==> src/rtl/tgd_pkg.sv <==
package tgd_pkg;

  // ------------------------------------------------------------
  // register map
  // ------------------------------------------------------------
  localparam logic [7:0] TGD_SRC_OFFSET   = 8'h1c;
  localparam logic [7:0] TGD_SRC_RESET    = 8'h00;
  localparam int         TGD_BIT_ANY      = 6;
  localparam int         TGD_BIT_SINGLE   = 5;
  localparam int         TGD_BIT_DOUBLE   = 4;
  localparam int         TGD_BIT_SIGN     = 3;
  localparam int         TGD_BIT_X        = 2;
  localparam int         TGD_BIT_Y        = 1;
  localparam int         TGD_BIT_Z        = 0;

  // ------------------------------------------------------------
  // sample and threshold scaling
  // ------------------------------------------------------------
  localparam int         TGD_SAMPLE_W     = 16;
  localparam int         TGD_THS_SHIFT    = 10;

  // ------------------------------------------------------------
  // window lengths in sample periods
  // ------------------------------------------------------------
  localparam int         TGD_CNT_W        = 9;
  localparam logic [8:0] TGD_SHOCK_ZERO   = 9'h004;
  localparam int         TGD_SHOCK_SHIFT  = 3;
  localparam logic [8:0] TGD_QUIET_ZERO   = 9'h002;
  localparam int         TGD_QUIET_SHIFT  = 2;
  localparam logic [8:0] TGD_GAP_ZERO     = 9'h010;
  localparam int         TGD_GAP_SHIFT    = 5;

  typedef struct packed {
    logic signed [15:0] x;
    logic signed [15:0] y;
    logic signed [15:0] z;
  } tgd_axes_t;

  typedef struct packed {
    logic [2:0] axis_en;
    logic [4:0] hit_threshold_field;
    logic [1:0] shock;
    logic [1:0] quiet;
    logic [3:0] gap_window_len;
    logic       double_en;
    logic       latch_request_enable;
    logic       pin1_single_route;
    logic       pin1_double_route;
    logic       pin2_single_route;
    logic       pin2_double_route;
  } tgd_cfg_t;

  typedef enum logic [2:0] {
    TGD_IDLE,
    TGD_SHOCK1,
    TGD_QUIET,
    TGD_GAP,
    TGD_SHOCK2,
    TGD_SETTLE
  } tgd_state_t;

endpackage : tgd_pkg

==> src/rtl/tgd_tap_detector.sv <==
// How it works
// - slope per axis is current sample minus previous, halved.
// - a tap is a threshold excursion that ends within the shock window.
// - without latching, requests pulse for the quiet window length.
// - latching holds single or double request by double enable until read.
// - latching with no pin route behaves as unlatched.
// - double enable 0 gives single taps only; 1 gives both kinds.
// - second tap must start after quiet and before the gap window ends.
// - second excursion must also end within the shock window.
// - with double enable set, any excursion during quiet after the first tap kills the sequence.
// - gap window starts right after the first quiet window.
// - only axes with their enable bit set take part.
// - magnitude of either sign against a 5-bit threshold of full scale/32.
// - shock window is 4 samples at 0, else n times 8.
// - quiet window is 2 samples at 0, else n times 4.
// - gap window is 16 samples at 0, else n times 32.
// - route bits steer single and double requests to either pin.
// - no tap request while the accelerometer is inactive.
// - source bit 7 reads 0; bits 6,5,4 any, single, double flags.
// - bit 3 gives the tap sign, 1 for negative.
// - bits 2,1,0 flag the x, y, z axis of the tap.
// - inactivity comes from the wake logic, sampling then at 13 Hz.
`timescale 1ns/1ps
`default_nettype none

module tgd_tap_detector (
  // clock and reset
  input  wire logic              mclk_i,
  input  wire logic              rst_i,
  // accelerometer samples
  input  wire logic              sample_stb_i,
  input  wire tgd_pkg::tgd_axes_t accel_i,
  input  wire logic              inactive_i,
  // configuration bits
  input  wire tgd_pkg::tgd_cfg_t cfg_i,
  // source register read
  input  wire logic              src_rd_i,
  output logic [7:0]             tap_event_source_o,
  // interrupt pins
  output logic                   irq_pin_one_o,
  output logic                   irq_pin_two_o
);
  import tgd_pkg::*;

  // ------------------------------------------------------------
  // slope and threshold
  // ------------------------------------------------------------
  tgd_axes_t  prev_q;
  logic [2:0] over_ax;
  logic [2:0] neg_ax;
  logic [16:0] ths_w;

  assign ths_w = 17'(cfg_i.hit_threshold_field) << TGD_THS_SHIFT;

  // the first sample after reset is differenced against zero
  always_ff @(posedge mclk_i) begin
    if (rst_i) begin
      prev_q <= '0;
    end else if (sample_stb_i) begin
      prev_q <= accel_i;
    end
  end

  genvar g;
  generate
    for (g = 0; g < 3; g++) begin : g_axis
      // slice g is z at 0 up to x at 2, so the enable bit is mirrored
      logic signed [15:0] cur_w;
      logic signed [15:0] old_w;
      logic signed [16:0] diff_w;
      logic signed [16:0] slope_w;
      logic        [16:0] mag_w;
      assign cur_w   = accel_i[g*16 +: 16];
      assign old_w   = prev_q[g*16 +: 16];
      // signed operands, so negative samples sign-extend
      assign diff_w  = 17'(cur_w) - 17'(old_w);
      assign slope_w = diff_w >>> 1;
      assign mag_w   = slope_w[16] ? 17'(-slope_w) : 17'(slope_w);
      // strict: a slope equal to the threshold is not over
      assign over_ax[g] = cfg_i.axis_en[2-g] && (mag_w > ths_w);
      assign neg_ax[g]  = slope_w[16];
    end
  endgenerate

  logic over;
  assign over = |over_ax;

  // ------------------------------------------------------------
  // window lengths
  // ------------------------------------------------------------
  logic [8:0] shock_len;
  logic [8:0] quiet_len;
  logic [8:0] gap_len;

  // windows count strobes, so they scale with any sample rate
  assign shock_len = (cfg_i.shock == 2'h0) ? TGD_SHOCK_ZERO
                   : 9'(cfg_i.shock) << TGD_SHOCK_SHIFT;
  assign quiet_len = (cfg_i.quiet == 2'h0) ? TGD_QUIET_ZERO
                   : 9'(cfg_i.quiet) << TGD_QUIET_SHIFT;
  assign gap_len   = (cfg_i.gap_window_len == 4'h0) ? TGD_GAP_ZERO
                   : 9'(cfg_i.gap_window_len) << TGD_GAP_SHIFT;

  // ------------------------------------------------------------
  // tap sequencer
  // ------------------------------------------------------------
  tgd_state_t state_q;
  logic [8:0] cnt_q;
  logic [2:0] axis_q;
  logic       sign_q;
  logic       single_ev;
  logic       double_ev;

  // axis and sign captured at the start of an excursion, x first
  logic [2:0] first_ax;
  logic       first_neg;
  always_comb begin
    first_ax  = 3'h0;
    first_neg = 1'b0;
    if (over_ax[TGD_BIT_X]) begin
      first_ax  = 3'h4;
      first_neg = neg_ax[TGD_BIT_X];
    end else if (over_ax[TGD_BIT_Y]) begin
      first_ax  = 3'h2;
      first_neg = neg_ax[TGD_BIT_Y];
    end else if (over_ax[TGD_BIT_Z]) begin
      first_ax  = 3'h1;
      first_neg = neg_ax[TGD_BIT_Z];
    end
  end

  // ------------------------------------------------------------
  // event strobes
  // ------------------------------------------------------------
  // inactivity blocks every event, pulses and flags alike
  logic ev_ok;
  assign ev_ok     = sample_stb_i && !inactive_i && !over;
  assign single_ev = ev_ok && (state_q == TGD_SHOCK1);
  assign double_ev = ev_ok && (state_q == TGD_SHOCK2)
                   && cfg_i.double_en;

  always_ff @(posedge mclk_i) begin
    if (rst_i) begin
      state_q <= TGD_IDLE;
      cnt_q   <= '0;
    end else if (sample_stb_i) begin
      cnt_q <= cnt_q + 9'h001;
      case (state_q)
        TGD_IDLE: begin
          if (over) begin
            state_q <= TGD_SHOCK1;
            cnt_q   <= 9'h001;
          end
        end
        TGD_SHOCK1: begin
          if (!over) begin
            state_q <= TGD_QUIET;
            cnt_q   <= 9'h001;
          end else if (cnt_q >= shock_len) begin
            state_q <= TGD_SETTLE;
          end
        end
        TGD_QUIET: begin
          if (cfg_i.double_en && over) begin
            state_q <= TGD_SETTLE;
          end else if (cnt_q >= quiet_len) begin
            state_q <= cfg_i.double_en ? TGD_GAP : TGD_IDLE;
            cnt_q   <= 9'h001;
          end
        end
        TGD_GAP: begin
          if (over) begin
            state_q <= TGD_SHOCK2;
            cnt_q   <= 9'h001;
          end else if (cnt_q >= gap_len) begin
            state_q <= TGD_IDLE;
          end
        end
        TGD_SHOCK2: begin
          if (!over) begin
            state_q <= TGD_IDLE;
          end else if (cnt_q >= shock_len) begin
            state_q <= TGD_SETTLE;
          end
        end
        TGD_SETTLE: begin
          // a long excursion must end before a new tap may start
          if (!over) begin
            state_q <= TGD_IDLE;
          end
        end
        default: state_q <= TGD_IDLE;
      endcase
    end
  end

  // ------------------------------------------------------------
  // axis and sign capture
  // ------------------------------------------------------------
  // the axis that opens an excursion is kept, even if others join later
  always_ff @(posedge mclk_i) begin
    if (rst_i) begin
      axis_q <= '0;
      sign_q <= 1'b0;
    end else if (sample_stb_i && over
                 && ((state_q == TGD_IDLE) || (state_q == TGD_GAP))) begin
      axis_q <= first_ax;
      sign_q <= first_neg;
    end
  end

  // ------------------------------------------------------------
  // request pulses, one quiet window long
  // ------------------------------------------------------------
  logic       pulse_s_q;
  logic       pulse_d_q;
  logic [8:0] pcnt_q;

  // a new event restarts the pulse and drops the other kind
  always_ff @(posedge mclk_i) begin
    if (rst_i) begin
      pulse_s_q <= 1'b0;
      pulse_d_q <= 1'b0;
      pcnt_q    <= '0;
    end else if (single_ev || double_ev) begin
      pulse_s_q <= single_ev;
      pulse_d_q <= double_ev;
      pcnt_q    <= 9'h000;
    end else if (sample_stb_i && (pulse_s_q || pulse_d_q)) begin
      pcnt_q <= pcnt_q + 9'h001;
      if (pcnt_q + 9'h001 >= quiet_len) begin
        pulse_s_q <= 1'b0;
        pulse_d_q <= 1'b0;
      end
    end
  end

  // ------------------------------------------------------------
  // latched request
  // ------------------------------------------------------------
  logic latch_on;
  logic latch_ev;
  logic lat_q;

  // latching only counts when the latched kind reaches a pin
  assign latch_on = cfg_i.latch_request_enable && (cfg_i.double_en
                  ? (cfg_i.pin1_double_route || cfg_i.pin2_double_route)
                  : (cfg_i.pin1_single_route || cfg_i.pin2_single_route));
  assign latch_ev = cfg_i.double_en ? double_ev : single_ev;

  always_ff @(posedge mclk_i) begin
    if (rst_i) begin
      lat_q <= 1'b0;
    end else begin
      lat_q <= (latch_on && latch_ev) || (lat_q && !src_rd_i);
    end
  end

  // the kind that is not latched keeps pulsing
  logic single_req;
  logic double_req;
  assign single_req = (latch_on && !cfg_i.double_en) ? lat_q : pulse_s_q;
  assign double_req = (latch_on && cfg_i.double_en) ? lat_q : pulse_d_q;

  // ------------------------------------------------------------
  // interrupt pins
  // ------------------------------------------------------------
  // pins are combinational so a route change shows at once
  assign irq_pin_one_o = (cfg_i.pin1_single_route && single_req)
                       || (cfg_i.pin1_double_route && double_req);
  assign irq_pin_two_o = (cfg_i.pin2_single_route && single_req)
                       || (cfg_i.pin2_double_route && double_req);

  // ------------------------------------------------------------
  // source register
  // ------------------------------------------------------------
  logic [7:0] src_q;
  logic       any_ev;
  assign any_ev = single_ev || double_ev;

  // a new event in the read cycle wins over the clear
  always_ff @(posedge mclk_i) begin
    if (rst_i) begin
      src_q <= TGD_SRC_RESET;
    end else if (any_ev) begin
      src_q[7]              <= 1'b0;
      src_q[TGD_BIT_ANY]    <= 1'b1;
      src_q[TGD_BIT_SINGLE] <= single_ev || (src_q[TGD_BIT_SINGLE] && !src_rd_i);
      src_q[TGD_BIT_DOUBLE] <= double_ev || (src_q[TGD_BIT_DOUBLE] && !src_rd_i);
      src_q[TGD_BIT_SIGN]   <= sign_q;
      src_q[TGD_BIT_X:0]    <= axis_q;
    end else if (src_rd_i) begin
      src_q <= TGD_SRC_RESET;
    end
  end

  assign tap_event_source_o = src_q;

endmodule : tgd_tap_detector

`default_nettype wire

==> config.mk <==
export PLATFORM = sky130hd
export DESIGN_NAME = tgd_tap_detector
export DESIGN_NICKNAME = d
export VERILOG_FILES = /design/src/rtl/tgd_pkg.sv /design/src/rtl/tgd_tap_detector.sv
export SDC_FILE = /design/constraint.sdc
export NUM_CORES = 1
export LEC_CHECK = 0
export BUFFER_PORTS_ARGS = -buffer_cell sky130_fd_sc_hd__buf_4
export CAP_MARGIN = 20
export CORE_ASPECT_RATIO = 0.9
export CORE_MARGIN = 2
export CORE_UTILIZATION = 29
export CTS_CLUSTER_DIAMETER = 200
export DETAILED_ROUTE_END_ITERATION = 8
export GPL_ROUTABILITY_DRIVEN = 0
export PLACE_DENSITY = 0.56
export SKIP_CTS_REPAIR_TIMING = 1
export SLEW_MARGIN = 25
export SYNTH_ARGS = -nofsm -noshare
export SYNTH_HDL_FRONTEND = slang
export SYNTH_SLANG_ARGS = --single-unit
==> constraint.sdc <==
create_clock -name mclk_i -period 6.05 [get_ports mclk_i]
set_clock_uncertainty 0.1 [all_clocks]
set_input_delay 1.21 -clock mclk_i [delete_from_list [all_inputs] [get_ports mclk_i]]
set_output_delay 1.21 -clock mclk_i [all_outputs]
set_load 0.01 [all_outputs]
==> results.sh <==
export IMPL_required_ps=6220
export IMPL_track_usage_pct=15.34
export IMPL_grt_max_degree=53
export IMPL_die_x_microns=181.9
export IMPL_power_frac_seq_pct=24.2
export IMPL_core_sq_um=28010
export IMPL_placed_cells=1650
export IMPL_finalPower_mw=2.504
export IMPL_yosysWarnings=0
export IMPL_pwr_share_comb_pct=53.1
export IMPL_clock_power_share_pct=22.7
export IMPL_cts_made_buffers=9
export IMPL_crit_end="cnt_q[4]"
export IMPL_min_path_type="reg2reg"
export IMPL_path_common_cell="o21a_1"
export IMPL_drive_above_1_share_pct=29.17
export IMPL_yosysUniqueCellTypes=92
export IMPL_io_pins=85
export IMPL_ant_nets=0
export IMPL_setup_viol=0
export IMPL_final_cell_mix="260 x buf_4, 121 x nor2_1, 86 x inv_1"
export IMPL_antenna_found_initial=0
export IMPL_status="complete, no violations"
export IMPL_regToRegSetupSlack_ps=650
export IMPL_syn_avg_cell_area_sq_um=7.745
export IMPL_clock_sinks=83
export IMPL_setup_tns_ps=0
export IMPL_port_buffers=83
export IMPL_avgRoutedWirePerCell_microns=13.56
export IMPL_cp_cell_sequence="buf_4 > nand2b_4 > fa_2 > a211oi_4 > o211a_1 > o221ai_2 > or2_1 > and4bb_4 > or2b_1 > o21ai_1 > xnor2_1 > ha_1 > o21a_1 > o21a_1 > o21a_1 > o21ai_2 > o21bai_1 > a31oi_1 > nor4_4 > o311a_4 > a21oi_2 > or3b_4 > a311oi_1"
export IMPL_place_area_sq_um=10550
export IMPL_fin_cells=1673
export IMPL_p_int_mw=1.527
export IMPL_cp_max_fo=8
export IMPL_netlist_instances=1066
export IMPL_r2r_end="cnt_q[4]"
export IMPL_ir_drop_mv=0.1313
export IMPL_p_leak_nw=4.821
export IMPL_grt_pass1_vias=7977
export IMPL_dp_final_hpwl_microns=17770
export IMPL_num_rows=58
export IMPL_powerDensity_nw_per_um2=222.2
export IMPL_critPathArrivalTime_ps=6140
export IMPL_max_freq_mhz=167.3
export IMPL_ys_seq_area_share_pct=20.12
export IMPL_dieArea_sq_um=29840
export IMPL_p_sw_uw=976.7
export IMPL_cap_viol_max_count=0
export IMPL_num_antenna_cells=0
export IMPL_areaGrowthSynthToFinish_pct=36.48
export IMPL_synth_edff_count=0
export IMPL_post_place_ws_ps=-636.7
export IMPL_syn_area_sq_um=8257
export IMPL_final_nets=1465
export IMPL_hold_viol=0
export IMPL_utilization_pct=40.23
export IMPL_die_y_microns=164.1
export IMPL_via_per_inst=4.939
export IMPL_rr_startpoint="g_axis[1].old_w[0]"
export IMPL_cts_tree="done"
export IMPL_synth_nets=1223
export IMPL_cts_max_level=3
export IMPL_dr_pass1_iters=5
export IMPL_clk_pin_slew_ps=70
export IMPL_layout_setup_ws_ps=71.76
export IMPL_clockBufferDepth=2
export IMPL_switching_share_pct=39.01
export IMPL_yosysTopAreaCellShare_pct=20.12
export IMPL_post_route_period_util_pct=98.81
export IMPL_final_area_sq_um=11270
export IMPL_num_vias=8263
export IMPL_relSlewSlack_pct=56.92
export IMPL_critPathLaunchType="input port"
export IMPL_drt_wl_total_microns=22690
export IMPL_overflow=0
export IMPL_yosys_area_top_type="dfxtp_1"
export IMPL_detail_route_iter0_violations=419
export IMPL_crit_type="in2reg"
export IMPL_initial_core_util_pct=29.48
export IMPL_layout_commonest_cell="buf_4"
export IMPL_cp_end_kind="register"
export IMPL_worstMarginPinSlew_ps=646.2
export IMPL_root_buffer="clkbuf_16"
export IMPL_synth_ff_type="dfxtp_1"
export IMPL_hold_slack_ps=363.6
export IMPL_rsz0062_at_grt="yes"
export IMPL_cp_slowest_cell="or3b_4"
export IMPL_postSynth_asyncResetShare_pct=0
export IMPL_slew_viol_final=0
export IMPL_fin_crit_ps=5978
export IMPL_insertion_delay_ps=360
export IMPL_drc=0
export IMPL_max_stage_delay_ps=480
export IMPL_synth_area_top_cells="dfxtp_1 20%, ha_1 12%, mux2i_1 6.8%, nor2_1 5.6%, inv_1 4.0%"
export IMPL_grt_pass1_wl_microns=37750
export IMPL_ys_ff_latch=83
export IMPL_startpoint="accel_i[32]"
export IMPL_worstRegToRegCells=23
==> cell type report <==
| cell class | instances | area, sq um |
|---|---|---|
| clock buffers | 9 | 225.2 |
| flip-flops and latches | 83 | 1662 |
| fillers | 2919 | 16740 |
| inverters | 87 | 326.6 |
| repair buffers | 266 | 2028 |
| well taps | 360 | 450.4 |
| multi-input cells | 861 | 6510 |
| clock inverters | 7 | 66.31 |
==> cell usage after synthesis (all sizes together), types with 6 or more instances <==
cell type  number
o31ai           7
nand2b         19
inv            87
a21o           12
dfxtp          83
o21a           15
nand3          30
nand3b          9
nand4          18
or2            10
nor2          124
a211oi         15
a311oi         12
a31oi          15
and2            8
and3            6
o22ai           9
buf            13
nor4           13
o21ai          48
or3             6
nor2b          20
mux2i          56
nor3           34
nand2          67
xor2           29
a21boi          7
or4             6
o211ai          9
a21oi          67
xnor2          38
ha             79
clkbuf         22
==> kinds of logic (layout without fill, tap and decap cells) <==
family | count (synthesis) | in the layout | share of synthesized area, %
XOR/XNOR | 67 | 67 | 7.198
other | 1 | 1 | 0.04542
buffers and inverters | 122 | 369 | 5.774
multiplexers | 58 | 58 | 7.107
flip-flops | 83 | 83 | 20.12
AND/OR/NAND/NOR | 386 | 386 | 23.69
adder cells (fa/ha/maj) | 82 | 82 | 12.70
AO/OA/AOI/OAI | 267 | 267 | 23.37
==> critical path: cells and delay by family <==
family	cells	cell delay, ps
AND/OR/NAND/NOR	6	1720
buffers and inverters	1	110
XOR/XNOR	1	140
adder cells (fa/ha/maj)	2	690
AO/OA/AOI/OAI	13	2290
==> power by group through the flow <==
stage | Sequential [mW] | Clock (mW) | Combinational [mW]
detailed placement | 0.617 | 0 | 1.23
CTS | 0.605 | 0.592 | 1.24
global route | 0.611 | 0.615 | 1.47
finish | 0.605 | 0.568 | 1.33
floorplan | 0.605 | 0 | 0.756
global placement | 0.616 | 0 | 1.21
==> worst min-delay path by stage <==
| stage | cells after the start | endpoint | from |
|---|---|---|---|
| global placement | 2 | tap_event_source_o[1] | axis_q[1] |
| finish | 2 | tap_event_source_o[1] | axis_q[1] |
| global route | 2 | tap_event_source_o[2] | axis_q[2] |
| floorplan | 2 | tap_event_source_o[3] | sign_q |
| CTS | 2 | tap_event_source_o[3] | sign_q |
| detailed placement | 2 | tap_event_source_o[1] | axis_q[1] |
==> state kept, by name (all words and copies together), names as in the netlist <==
register / flops
pcnt_q: 9
axis_q: 3
lat_q: 1
g_axis.old_w: 48
tap_event_source_o: 7
pulse_s_q: 1
state_q: 3
sign_q: 1
pulse_d_q: 1
cnt_q: 9
==> layer usage <==
layer | global-route usage [%] | wire length, microns | vias up
met2 | 26.47 | 10650 | 90
li1 | - | - | 4356
met5 | 0 | 0 | -
met1 | 20.50 | 11350 | 3808
met4 | 3.299 | 172 | 0
met3 | 2.040 | 519 | 9
No activity file was read; power rests on OpenSTA's default activity.
